--- config.mk ---
export PLATFORM = sky130hd
export DESIGN_NAME = an_resolve
export DESIGN_NICKNAME = d
export VERILOG_FILES = /design/src/shared/an_pkg.sv /design/src/rtl/an_pin_sync.sv /design/src/rtl/an_resolve.sv
export SDC_FILE = /design/constraint.sdc
export NUM_CORES = 1
export LEC_CHECK = 0
export BUFFER_PORTS_ARGS = -buffer_cell sky130_fd_sc_hd__buf_2
export CORE_MARGIN = 3
export CORE_UTILIZATION = 49
export DETAILED_ROUTE_END_ITERATION = 10
export PLACE_DENSITY = 0.8
export SYNTH_ARGS = -nofsm -noshare
export SYNTH_HDL_FRONTEND = slang
export SYNTH_HIERARCHICAL = 1
export SYNTH_SLANG_ARGS = --single-unit
export TNS_END_PERCENT = 50
--- constraint.sdc ---
create_clock -name clk_sys -period 4.1 [get_ports clk_sys]
set_input_delay 0.82 -clock clk_sys [delete_from_list [all_inputs] [get_ports clk_sys]]
set_output_delay 0.82 -clock clk_sys [all_outputs]
set_load 0.005 [all_outputs]
--- src/shared/an_pkg.sv ---
// constants, types and register map of the auto-negotiation resolution block
package an_pkg;
  localparam int NPROT = 15;
  // protocol slots in falling priority; slot 0 wins when several are common
  localparam int P_100G_CR4 = 0;
  localparam int P_100G_KR4 = 1;
  localparam int P_100G_KP4 = 2;
  localparam int P_100G_CR10 = 3;
  localparam int P_50G_CR2 = 4;
  localparam int P_50G_KR2 = 5;
  localparam int P_40G_CR4 = 6;
  localparam int P_40G_KR4 = 7;
  localparam int P_25G_KRCR = 8;
  localparam int P_25G_KRCR_S = 9;
  localparam int P_25G_CR1 = 10;
  localparam int P_25G_KR1 = 11;
  localparam int P_10G_KR = 12;
  localparam int P_10G_KX4 = 13;
  localparam int P_1G_KX = 14;
  // protocols on which each kind of fec may be switched on
  localparam logic [NPROT-1:0] RSFEC_OK = 15'h0F0F;
  localparam logic [NPROT-1:0] BASER_FEC_OK = 15'h1FF0;

  // link-control codes; 2'h2 is never driven
  localparam logic [1:0] LC_DISABLE = 2'h0;
  localparam logic [1:0] LC_SCAN = 2'h1;
  localparam logic [1:0] LC_ENABLE = 2'h3;

  // register offsets (byte addresses)
  localparam logic [3:0] OFF_CTRL = 4'h0;
  localparam logic [3:0] OFF_STATUS = 4'h4;
  localparam logic [3:0] OFF_EVENT = 4'h8;
  localparam logic [3:0] OFF_MASK = 4'hC;
  // control bits
  localparam int CTRL_ENABLE = 0;
  localparam int CTRL_BYPASS = 1;
  localparam int CTRL_RESTART = 2;
  localparam int CTRL_TRAINING = 3;
  localparam logic [3:0] CTRL_RESET = 4'h0;
  // event bits, shared by event and mask registers
  localparam int EV_BEGIN = 0;
  localparam int EV_GOOD_CHECK = 1;
  localparam int EV_DONE = 2;
  localparam int EV_FAULT = 3;
  localparam logic [3:0] MASK_RESET = 4'h0;

  // timing
  localparam int CLK_MHZ = 20;
  localparam int TX_DISABLE_NS = 2000;
  localparam int COMPLETE_ACK_NS = 1000;
  localparam int LINK_WAIT_NS = 500000;
  localparam int TX_DISABLE_CYC = TX_DISABLE_NS * CLK_MHZ / 1000;
  localparam int COMPLETE_ACK_CYC = COMPLETE_ACK_NS * CLK_MHZ / 1000;
  localparam int LINK_WAIT_CYC = LINK_WAIT_NS * CLK_MHZ / 1000;

  typedef enum logic [2:0] {
    ST_OFF, ST_TX_DISABLE, ST_ABILITY_DETECT, ST_ACK_DETECT,
    ST_COMPLETE_ACK, ST_GOOD_CHECK, ST_GOOD, ST_BYPASS
  } an_state_t;

  // base page as exchanged with the lane framer
  typedef struct packed {
    logic [NPROT-1:0] tech;
    logic baser_cap;
    logic baser_req;
    logic rs_req;
    logic rs_cap;
    logic pause;
    logic asmdir;
    logic ack;
  } an_page_t;

  typedef struct packed {
    logic [3:0] addr;
    logic [31:0] wdata;
    logic wr;
    logic rd;
  } reg_req_t;
endpackage : an_pkg

--- src/rtl/an_pin_sync.sv ---
// three-flop input synchroniser; a change is taken once stages two and three agree
`timescale 1ns/100ps
module an_pin_sync #(
  parameter int WIDTH = 1
) (
  // clock and reset
  input wire logic clk_sys,
  input wire logic rst_b,
  // asynchronous input and clean copy
  input wire logic [WIDTH-1:0] async_in,
  output logic [WIDTH-1:0] sync_out
);
  logic [WIDTH-1:0] stage1;
  logic [WIDTH-1:0] stage2;
  logic [WIDTH-1:0] stage3;
  wire logic [WIDTH-1:0] agree = ~(stage2 ^ stage3);

  always_ff @(posedge clk_sys) begin
    if (!rst_b) begin
      stage1 <= '0;
      stage2 <= '0;
      stage3 <= '0;
      sync_out <= '0;
    end else begin
      stage1 <= async_in;
      stage2 <= stage1;
      stage3 <= stage2;
      sync_out <= (agree & stage3) | (~agree & sync_out);
    end
  end
endmodule : an_pin_sync

--- src/rtl/an_resolve.sv ---
// auto-negotiation arbitration, advertisement and resolution outputs
//
// Overview of operation
// - each local protocol advertise bit sets its ability bit in the sent page
// - rs-fec request input is advertised to the partner
// - rs-fec capable input is advertised to the partner
// - per-protocol code: 00 disabled, 01 scan for carrier, 11 enabled; 10 never
// - base-r fec use asserts when both ends agree on it and rs-fec is not also agreed
// - rs-fec use asserts when both ends agree on it
// - transmit pause permit follows pause resolution
// - receive pause permit follows pause resolution
// - done only after negotiation ends and pcs reports receive link up
// - fault when parallel detection sees carrier on several protocols
// - one-cycle begin pulse on every entry to tx-disable, when enabled and not bypassed
// - one-cycle pulse on every entry to good-check, when enabled and not bypassed
// - with training off the good-check pulse marks mission-mode start
// - bypass stops negotiation and keeps the pcs connected
// - restart returns the machine to tx-disable from any state, when enabled and not bypassed
//
// Our own choices: strobed register access and the address map.
`timescale 1ns/100ps
module an_resolve
  import an_pkg::*;
#(
  parameter int LINK_WAIT = LINK_WAIT_CYC
) (
  // clock and reset
  input wire logic clk_sys,
  input wire logic rst_b,
  // register port
  input wire an_pkg::reg_req_t reg_req,
  output logic [31:0] rd_data,
  output logic irq,
  // local advertisement
  input wire logic [an_pkg::NPROT-1:0] local_protocol_advertise,
  input wire logic local_rsfec_request,
  input wire logic local_rsfec_capable,
  input wire logic local_baser_fec_capable,
  input wire logic local_baser_fec_request,
  input wire logic local_pause,
  input wire logic local_asmdir,
  // lane framer, same clock
  output an_pkg::an_page_t tx_page,
  output logic tx_page_valid,
  input wire an_pkg::an_page_t rx_page,
  input wire logic rx_page_valid,
  // pcs status from the lane clock domain
  input wire logic pcs_link_up_async,
  input wire logic [an_pkg::NPROT-1:0] pd_carrier_async,
  // resolution
  output logic [an_pkg::NPROT-1:0][1:0] per_protocol_link_control,
  output logic baser_fec_use,
  output logic rsfec_use,
  output logic tx_flow_frame_permit,
  output logic rx_flow_frame_permit,
  output logic negotiation_done,
  output logic parallel_detect_error,
  output logic negotiation_begin_pulse,
  output logic good_check_entry_pulse
);
  import an_pkg::*;

  // highest-priority set bit as a one-hot mask
  function automatic logic [NPROT-1:0] pick_top(input logic [NPROT-1:0] m);
    logic [NPROT-1:0] r;
    r = '0;
    for (int i = NPROT - 1; i >= 0; i--) begin
      if (m[i]) begin
        r = '0;
        r[i] = 1'b1;
      end
    end
    return r;
  endfunction : pick_top

  //////////////////////////////////////////////////////////////////////////////
  // sampled inputs
  an_page_t adv;
  an_page_t lp;
  an_state_t state;
  an_state_t next_state;
  logic [3:0] ctrl;
  logic [3:0] evt;
  logic [3:0] mask;
  logic [15:0] cnt;
  logic [NPROT-1:0] resolved;
  logic pcs_up;
  logic [NPROT-1:0] pd_carrier;

  an_pin_sync #(.WIDTH(1)) u_link_sync (
    .clk_sys(clk_sys),
    .rst_b(rst_b),
    .async_in(pcs_link_up_async),
    .sync_out(pcs_up)
  );

  an_pin_sync #(.WIDTH(NPROT)) u_pd_sync (
    .clk_sys(clk_sys),
    .rst_b(rst_b),
    .async_in(pd_carrier_async),
    .sync_out(pd_carrier)
  );

  always_ff @(posedge clk_sys) begin
    if (!rst_b) begin
      adv <= '0;
    end else begin
      adv.tech <= local_protocol_advertise;
      adv.rs_req <= local_rsfec_request;
      adv.rs_cap <= local_rsfec_capable;
      adv.baser_cap <= local_baser_fec_capable;
      adv.baser_req <= local_baser_fec_request;
      adv.pause <= local_pause;
      adv.asmdir <= local_asmdir;
      adv.ack <= 1'b0;
    end
  end

  //////////////////////////////////////////////////////////////////////////////
  // register port
  wire logic wr_ctrl = reg_req.wr && reg_req.addr == OFF_CTRL;
  wire logic wr_mask = reg_req.wr && reg_req.addr == OFF_MASK;
  wire logic rd_event = reg_req.rd && reg_req.addr == OFF_EVENT;
  wire logic restart = wr_ctrl && reg_req.wdata[CTRL_RESTART];
  wire logic an_on = ctrl[CTRL_ENABLE] && !ctrl[CTRL_BYPASS];
  wire logic [3:0] ev_set;
  wire logic [31:0] rd_mux =
    reg_req.addr == OFF_CTRL ? {28'h0, ctrl} :
    reg_req.addr == OFF_STATUS ? {12'h0, 1'b0, resolved, 1'b0, state} :
    reg_req.addr == OFF_EVENT ? {28'h0, evt} :
    reg_req.addr == OFF_MASK ? {28'h0, mask} : 32'h0;

  always_ff @(posedge clk_sys) begin
    if (!rst_b) begin
      ctrl <= CTRL_RESET;
      mask <= MASK_RESET;
      evt <= 4'h0;
      rd_data <= 32'h0;
    end else begin
      // restart bit is self-clearing
      if (wr_ctrl) ctrl <= {reg_req.wdata[CTRL_TRAINING], 1'b0, reg_req.wdata[1:0]};
      else ctrl[CTRL_RESTART] <= 1'b0;
      if (wr_mask) mask <= reg_req.wdata[3:0];
      // a new event in the clearing read cycle survives
      evt <= (rd_event ? 4'h0 : evt) | ev_set;
      rd_data <= reg_req.rd ? rd_mux : 32'h0;
    end
  end

  assign irq = |(evt & mask);

  //////////////////////////////////////////////////////////////////////////////
  // arbitration
  wire logic [NPROT-1:0] common = adv.tech & lp.tech;
  wire logic [NPROT-1:0] pd_seen = pd_carrier & adv.tech;
  wire logic pd_one = pd_seen != '0 && (pd_seen & (pd_seen - 15'h1)) == '0;
  wire logic pd_many = pd_seen != '0 && !pd_one;
  wire logic cnt_done = cnt == 16'h0;

  always_comb begin
    next_state = state;
    unique case (state)
      ST_OFF: if (an_on) next_state = ST_TX_DISABLE;
      ST_TX_DISABLE: if (cnt_done) next_state = ST_ABILITY_DETECT;
      ST_ABILITY_DETECT: begin
        if (rx_page_valid) next_state = ST_ACK_DETECT;
        else if (pd_one) next_state = ST_GOOD_CHECK;
        else if (pd_many) next_state = ST_TX_DISABLE;
      end
      ST_ACK_DETECT: if (rx_page_valid && rx_page.ack) next_state = ST_COMPLETE_ACK;
      ST_COMPLETE_ACK: begin
        if (cnt_done) next_state = (common != '0) ? ST_GOOD_CHECK : ST_TX_DISABLE;
      end
      ST_GOOD_CHECK: begin
        if (pcs_up) next_state = ST_GOOD;
        else if (cnt_done) next_state = ST_TX_DISABLE;
      end
      ST_GOOD: if (!pcs_up) next_state = ST_TX_DISABLE;
      ST_BYPASS: next_state = ST_BYPASS;
    endcase
    if (!ctrl[CTRL_ENABLE]) next_state = ST_OFF;
    else if (ctrl[CTRL_BYPASS]) next_state = ST_BYPASS;
    else if (state == ST_BYPASS || restart) next_state = ST_TX_DISABLE;
  end

  wire logic enter = next_state != state || (restart && an_on);
  wire logic [15:0] next_cnt =
    next_state == ST_TX_DISABLE ? 16'(TX_DISABLE_CYC - 1) :
    next_state == ST_COMPLETE_ACK ? 16'(COMPLETE_ACK_CYC - 1) :
    16'(LINK_WAIT - 1);

  always_ff @(posedge clk_sys) begin
    if (!rst_b) begin
      state <= ST_OFF;
      cnt <= 16'h0;
      lp <= '0;
      resolved <= '0;
      negotiation_begin_pulse <= 1'b0;
      good_check_entry_pulse <= 1'b0;
      parallel_detect_error <= 1'b0;
    end else begin
      state <= next_state;
      cnt <= enter ? next_cnt : (cnt_done ? cnt : cnt - 16'h1);
      // a page from an earlier attempt must not steer a parallel-detect result
      if (enter && next_state == ST_TX_DISABLE) lp <= '0;
      else if (state == ST_ABILITY_DETECT && rx_page_valid) lp <= rx_page;
      if (enter && next_state == ST_GOOD_CHECK) begin
        resolved <= (state == ST_ABILITY_DETECT) ? pd_seen : pick_top(common);
      end else if (next_state == ST_BYPASS) begin
        resolved <= pick_top(adv.tech);
      end else if (next_state != ST_GOOD && next_state != ST_GOOD_CHECK) begin
        resolved <= '0;
      end
      // entry pulses only while negotiation is live
      negotiation_begin_pulse <= enter && next_state == ST_TX_DISABLE && an_on;
      good_check_entry_pulse <= enter && next_state == ST_GOOD_CHECK && an_on;
      if (state == ST_ABILITY_DETECT && !rx_page_valid && pd_many) parallel_detect_error <= 1'b1;
      else if (restart || !an_on || (enter && next_state == ST_GOOD_CHECK)) parallel_detect_error <= 1'b0;
    end
  end

  assign ev_set = {state == ST_ABILITY_DETECT && !rx_page_valid && pd_many,
                   next_state == ST_GOOD && state != ST_GOOD,
                   enter && next_state == ST_GOOD_CHECK && an_on,
                   enter && next_state == ST_TX_DISABLE && an_on};

  //////////////////////////////////////////////////////////////////////////////
  // transmitted page
  always_comb begin
    tx_page = adv;
    tx_page.ack = state == ST_ACK_DETECT || state == ST_COMPLETE_ACK;
  end
  assign tx_page_valid = state == ST_ABILITY_DETECT || state == ST_ACK_DETECT || state == ST_COMPLETE_ACK;

  //////////////////////////////////////////////////////////////////////////////
  // resolution outputs
  wire logic live = state == ST_GOOD_CHECK || state == ST_GOOD;
  wire logic paged = live && lp.tech != '0 && (resolved & lp.tech) != '0;
  wire logic rs_agree = adv.rs_cap && lp.rs_cap && (adv.rs_req || lp.rs_req) && (resolved & RSFEC_OK) != '0;
  wire logic br_agree = adv.baser_cap && lp.baser_cap && (adv.baser_req || lp.baser_req)
                        && (resolved & BASER_FEC_OK) != '0;
  // symmetric pause, or the one-way cases resolved by the asymmetric bits
  wire logic sym = adv.pause && lp.pause;
  wire logic tx_only = !adv.pause && adv.asmdir && lp.pause && lp.asmdir;
  wire logic rx_only = adv.pause && adv.asmdir && !lp.pause && lp.asmdir;

  always_ff @(posedge clk_sys) begin
    if (!rst_b) begin
      per_protocol_link_control <= '0;
      rsfec_use <= 1'b0;
      baser_fec_use <= 1'b0;
      tx_flow_frame_permit <= 1'b0;
      rx_flow_frame_permit <= 1'b0;
      negotiation_done <= 1'b0;
    end else begin
      for (int i = 0; i < NPROT; i++) begin
        if (resolved[i] && (live || state == ST_BYPASS)) per_protocol_link_control[i] <= LC_ENABLE;
        else if (state == ST_ABILITY_DETECT && adv.tech[i]) per_protocol_link_control[i] <= LC_SCAN;
        else per_protocol_link_control[i] <= LC_DISABLE;
      end
      rsfec_use <= paged && rs_agree;
      baser_fec_use <= paged && !rs_agree && br_agree;
      tx_flow_frame_permit <= paged && (sym || tx_only);
      rx_flow_frame_permit <= paged && (sym || rx_only);
      negotiation_done <= state == ST_GOOD && pcs_up;
    end
  end

  logic [NPROT-1:0] code_bad;
  always_comb for (int i = 0; i < NPROT; i++) code_bad[i] = per_protocol_link_control[i] == 2'h2;

  logic [NPROT-1:0] en_map;
  always_comb for (int i = 0; i < NPROT; i++) en_map[i] = per_protocol_link_control[i] == LC_ENABLE;
endmodule : an_resolve

==> impl_metrics.json, run 1 <==
{
  "dieWidth_um": 137,
  "cp-end-kind": "register",
  "synth_top_family_by_area": "simple AND/OR/NAND/NOR gates",
  "nets": 1173,
  "yosysTopAreaCell": "dfxtp_1",
  "fmax_ghz": 0.270,
  "ant_nets": 0,
  "routed_wl_um": 22000,
  "min_to": "u_pd_sync/stage2[1]",
  "final.setup_skew_ns": 0.0114,
  "syn_to_final_growth_pct": 19.2,
  "cp_max_fo": 15,
  "dr.pass1.iters": 7,
  "async_reset_ff_share_pct": 0,
  "hold_path.class": "reg -> reg",
  "grtUsageTotal_pct": 22.8,
  "rrSetupSlack_ns": 0.39,
  "cts_hold_buf": 0,
  "synth-compound-area-share_pct": 17.5,
  "via_count": 7286,
  "overflow": 0,
  "ioPinCount": 194,
  "tns_ns": 0,
  "clockBufferDepth": 3,
  "cts_tree": "yes",
  "wl_per_cell_um": 16.9,
  "design.core.area_mm2": 0.0167,
  "syn_area_mm2": 0.00841,
  "layout-drive-gt1-share_pct": 20.6,
  "p_leak_nw": 4.37,
  "grt_pass1_wl_um": 34100,
  "worstPathArrival_ns": 4.13,
  "finalCritPeriodShare_pct": 90.4,
  "grt_start_max_net_pins": 101,
  "power_mw": 4.78,
  "whs_ns": 0.430,
  "synthCells": 928,
  "ys_warn_count": 6,
  "finalMaxSlewViolations": 0,
  "ys_types": 77,
  "power.density_mw_per_mm2": 476,
  "critPathKind": "reg -> reg",
  "mostFrequentLayoutCells": "208 x dfxtp_1, 152 x buf_2, 118 x nand2_1, 106 x and2_1, 65 x nor2_1",
  "drv_cap": 0,
  "synth_adder_area_share_pct": 0.268,
  "antenna_found_initial": 1,
  "required_ns": 4.53,
  "clock-sinks": 208,
  "setup_violations": 0,
  "synth-simple-area-share_pct": 25.3,
  "initial_utilization_pct": 50.3,
  "synth_edf_count": 0,
  "diodes": 0,
  "path_clk_slew_ns": 0.06,
  "slew_headroom_pct": 40.8,
  "ys_ff_latch": 208,
  "clock_latency_ns": 0.50,
  "tightest_slew_ns": 0.888,
  "r2r_end": "resolved[13]",
  "worst_r2r_path_depth": 9,
  "grt_pass1_vias": 6801,
  "post-route-min-period_ns": 3.71,
  "post_cts_resized": 0,
  "drt-vias-per-instance": 5.58,
  "final_common_cell": "dfxtp_1",
  "cts_made_buffers": 22,
  "synth-xor-area-share_pct": 1.35,
  "syn_avg_cell_area_um2": 9.06,
  "yosysTopAreaCellShare_pct": 49.5,
  "nFillCells": 1467,
  "gp_congestion": 0.954,
  "min_from": "u_pd_sync/stage1[1]",
  "drtIter0Drc": 580,
  "clockRootBuffer": "clkbuf_16",
  "synthMuxAreaShare_pct": 1.88,
  "fp-row-count": 47,
  "rsz0062_at_grt": "no",
  "synthFlopType": "dfxtp_1",
  "seq_area_frac_synth_pct": 49.5,
  "fin_util_pct": 60.0,
  "post-cts-setup-buffer-count": 0,
  "cts_max_level": 1,
  "outcome": "finished clean",
  "dp_hpwl_um": 16000,
  "startpoint_type": "register",
  "drc": 0,
  "die_area_mm2": 0.0188,
  "synth_area_leaders": "dfxtp_1 50%, and2_1 7.9%, nand2_1 5.3%",
  "hold_violations": 0,
  "worstHoldPathCells": 1,
  "port-buffer-count": 152,
  "ir_drop_v": 0.000360,
  "die_h_um": 137
}
cells in the mapped netlist, types with 4 or more instances:
cell	number
nand4_1	9
o21a_1	7
buf_4	15
nor2b_1	9
nand3_1	13
a22o_1	10
buf_2	7
nand2b_1	5
nor3b_1	5
nor2_1	65
nor3_1	25
or4_1	4
a22oi_1	13
o211a_1	4
a221oi_1	5
xnor2_1	11
inv_1	9
and2_1	106
a21o_1	20
and3_1	7
clkbuf_2	4
nor4_1	13
a21oi_1	55
o21ai_0	27
or3_1	8
nand2_1	118
dfxtp_1	208
a21boi_1	16
o22ai_1	7
a31oi_1	5
mux2i_1	9
a222oi_1	6
clkbuf_1	34
cells by family after synthesis:
group	after synthesis
compound gates	210
flops	208
mux	13
fa+ha+maj	2
buf+inv	72
simple gates	409
other cells	1
xor+xnor	13
final cells by class:
class,count,area [µm²],area share (%)
Clock buffer,30,622,6.20
Clock inverter,7,88.8,0.886
Inverter,9,33.8,0.337
Multi-Input combinational cell,660,3940,39.3
Sequential cell,208,4160,41.5
Tap cell,220,275,2.75
Timing Repair Buffer,171,903,9.01
how the worst max path moves through the flow:
stage                             start            to  slack, ns  cells past startpoint
after floorplan           rx_page_valid   resolved[1]       0.74                     10
after CTS                      register  resolved[13]       0.44                      9
after detailed placement  rx_page_valid   resolved[5]       0.35                     10
after global placement    rx_page_valid   resolved[5]       0.46                     10
after global routing        tx_page[20]   resolved[5]       0.15                      9
final                          register  resolved[13]       0.39                      9
layer usage:
layer	GRT usage [%]	share of wire, %	up-vias
met2	38.8	49	299
met5	0	0.050	-
met1	27.6	39	3411
met3	5.70	8.3	54
li1	-	-	3520
met4	9.42	3.3	2
state kept, by name, indices dropped and copies added (netlist names), 4 cells and up, named ones only:
register and count:
u_pd_sync/stage3 15, rd_data 19, u_pd_sync/stage1 15, cnt 16, resolved 15, evt 4
lp 21, tx_page 21, mask 4, per_protocol_link_control 30, u_pd_sync/stage2 15
where the power goes:
part	total [mW]	switching (mW)	leakage (nW)	internal, mW
Clock	1.95	0.764	0.352	1.18
Combinational	0.613	0.322	2.33	0.291
Sequential	2.22	0.0997	1.69	2.12
critical path, cell delays in order, from the launching register on:
cell,delay [ns]
dfxtp_1,0.35
a222oi_1,0.60
nand4_1,0.40
nor4b_1,0.48
o21ai_0,0.18
o2bb2ai_2,0.26
and4bb_4,0.30
nand2_1,0.37
or3_1,0.53
a31oi_1,0.15
stage by stage:
stage	worst slack [ns]	instance area, µm²	cells
final	0.393	10000	1305
after global routing	0.151	10000	1305
after CTS	0.440	10000	1305
after detailed placement	0.347	9320	1268
after global placement	0.463	9320	1268
after floorplan	0.743	8450	940
Note: power is estimated with default switching activity, not from simulation.
==> run 2, diff against run 1 <==
RECOVER_POWER = 50   (was default)
==> impl_metrics.json, run 2 (synthesis results as in run 1) <==
{
  "finalCritPeriodShare_pct": 91.6,
  "clock-sinks": 208,
  "ioPinCount": 194,
  "finalMaxSlewViolations": 101,
  "initial_utilization_pct": 50.3,
  "r2r_end": "resolved[13]",
  "path_clk_slew_ns": 0.06,
  "drc": 0,
  "dr.pass1.iters": 5,
  "die_area_mm2": 0.0188,
  "diodes": 0,
  "routed_wl_um": 22000,
  "cp_slowest_stage_delay_ns": 0.63,
  "overflow": 0,
  "antenna_found_initial": 1,
  "cts_made_buffers": 22,
  "drtIter0Drc": 601,
  "slowest_stage": "a222oi_1",
  "cp_max_fo": 15,
  "cts_max_level": 1,
  "grtUsageTotal_pct": 22.8,
  "failed_checks": "capacitance limit, slew limit",
  "startpoint_type": "register",
  "grt_pass1_vias": 6801,
  "worstPathArrival_ns": 4.18,
  "worstHoldPathCells": 1,
  "regMostFlops": "per_protocol_link_control",
  "path_cells": "a222oi_1, nand4_1, nor4b_1, o21ai_0, o2bb2ai_2, and4bb_4, nand2_1, or3_1, a31oi_1",
  "port-buffer-count": 152,
  "required_ns": 4.53,
  "worst_r2r_path_depth": 9,
  "drv_cap": 1,
  "min_from": "u_pd_sync/stage1[9]",
  "dp_hpwl_um": 16000,
  "critPathKind": "reg -> reg",
  "gp_congestion": 0.954,
  "rsz0062_at_grt": "no",
  "clockBufferDepth": 3,
  "via_count": 7253,
  "tns_ns": 0,
  "tightest_slew_ns": 1.53,
  "crit_family": "simple AND/OR/NAND/NOR gates",
  "die_h_um": 137,
  "nets": 1173,
  "outcome": "finished with violations",
  "design.core.area_mm2": 0.0167,
  "hold_path.class": "reg -> reg",
  "ir_drop_v": 0.000359,
  "power.density_mw_per_mm2": 478,
  "fmax_ghz": 0.266,
  "min_to": "u_pd_sync/stage2[9]",
  "cts_hold_buf": 0,
  "whs_ns": 0.430,
  "final.setup_skew_ns": 0.0117,
  "rrSetupSlack_ns": 0.34,
  "largest_register_ffs": 30,
  "grt_pass1_wl_um": 34100,
  "cts_tree": "yes",
  "grt_start_max_net_pins": 101,
  "fp-row-count": 47,
  "final_common_cell": "dfxtp_1",
  "final_cell_count_no_fill": 1305,
  "slew_headroom_pct": -2.18,
  "mostFrequentLayoutCells": "208 x dfxtp_1, 137 x buf_2, 118 x nand2_1, 76 x and2_1, 65 x nor2_1",
  "power_mw": 4.77,
  "syn_to_final_growth_pct": 18.9,
  "dieWidth_um": 137,
  "cp-end-kind": "register",
  "drt-vias-per-instance": 5.56,
  "hold_violations": 0,
  "post-route-min-period_ns": 3.76,
  "post_cts_resized": 0,
  "clockRootBuffer": "clkbuf_16",
  "layout-drive-gt1-share_pct": 19.1,
  "crit_buf_inv": 0,
  "placed_cells": 1268,
  "clock_latency_ns": 0.50,
  "p_leak_nw": 4.26,
  "setup_violations": 0,
  "post-cts-setup-buffer-count": 0,
  "wl_per_cell_um": 16.9,
  "ant_nets": 0
}
run 2: metal layers:
layer	track usage [%]	wire length, µm	vias to the layer above
met3	5.70	1970	65
li1	-	-	3517
met5	0	11	-
met2	38.8	10800	322
met1	27.6	8400	3347
met4	9.42	832	2
run 2: worst max-delay path by stage:
stage	slack, ns	startpoint	to	cells past startpoint
2_1_floorplan	0.74	rx_page_valid	resolved[1]	10
3_3_place_gp	0.46	rx_page_valid	resolved[5]	10
3_5_place_dp	0.35	rx_page_valid	resolved[5]	10
4_1_cts	0.44	register	resolved[13]	9
5_1_grt	0.12	cnt[0]	cnt[12]	11
6_report	0.34	register	resolved[13]	9
run 2: report_power, final:
part / switching, mW / internal, mW
Sequential: 0.0994 / 2.12
Clock: 0.763 / 1.18
Combinational: 0.322 / 0.290
Total: 1.18 / 3.59
run 2: metrics by stage:
| step | cell area (µm²) | worst slack [ns] | util, % |
|---|---|---|---|
| after floorplan | 8450 | 0.743 | - |
| after detailed placement | 9320 | 0.347 | 55.8 |
| final | 10000 | 0.344 | 59.9 |
| after global placement | 9320 | 0.463 | 55.8 |
| after CTS | 10000 | 0.440 | 60.0 |
| after global routing | 10000 | 0.120 | 59.9 |
run 2: area by class of cell:
| cell class | count | area (µm²) |
|---|---|---|
| clock buffers | 30 | 622 |
| repair buffers | 171 | 875 |
| fillers | 1473 | 6700 |
| inverters | 9 | 33.8 |
| flip-flops and latches | 208 | 4160 |
| multi-input cells | 660 | 3940 |
| clock inverters | 7 | 88.8 |
| well taps | 220 | 275 |
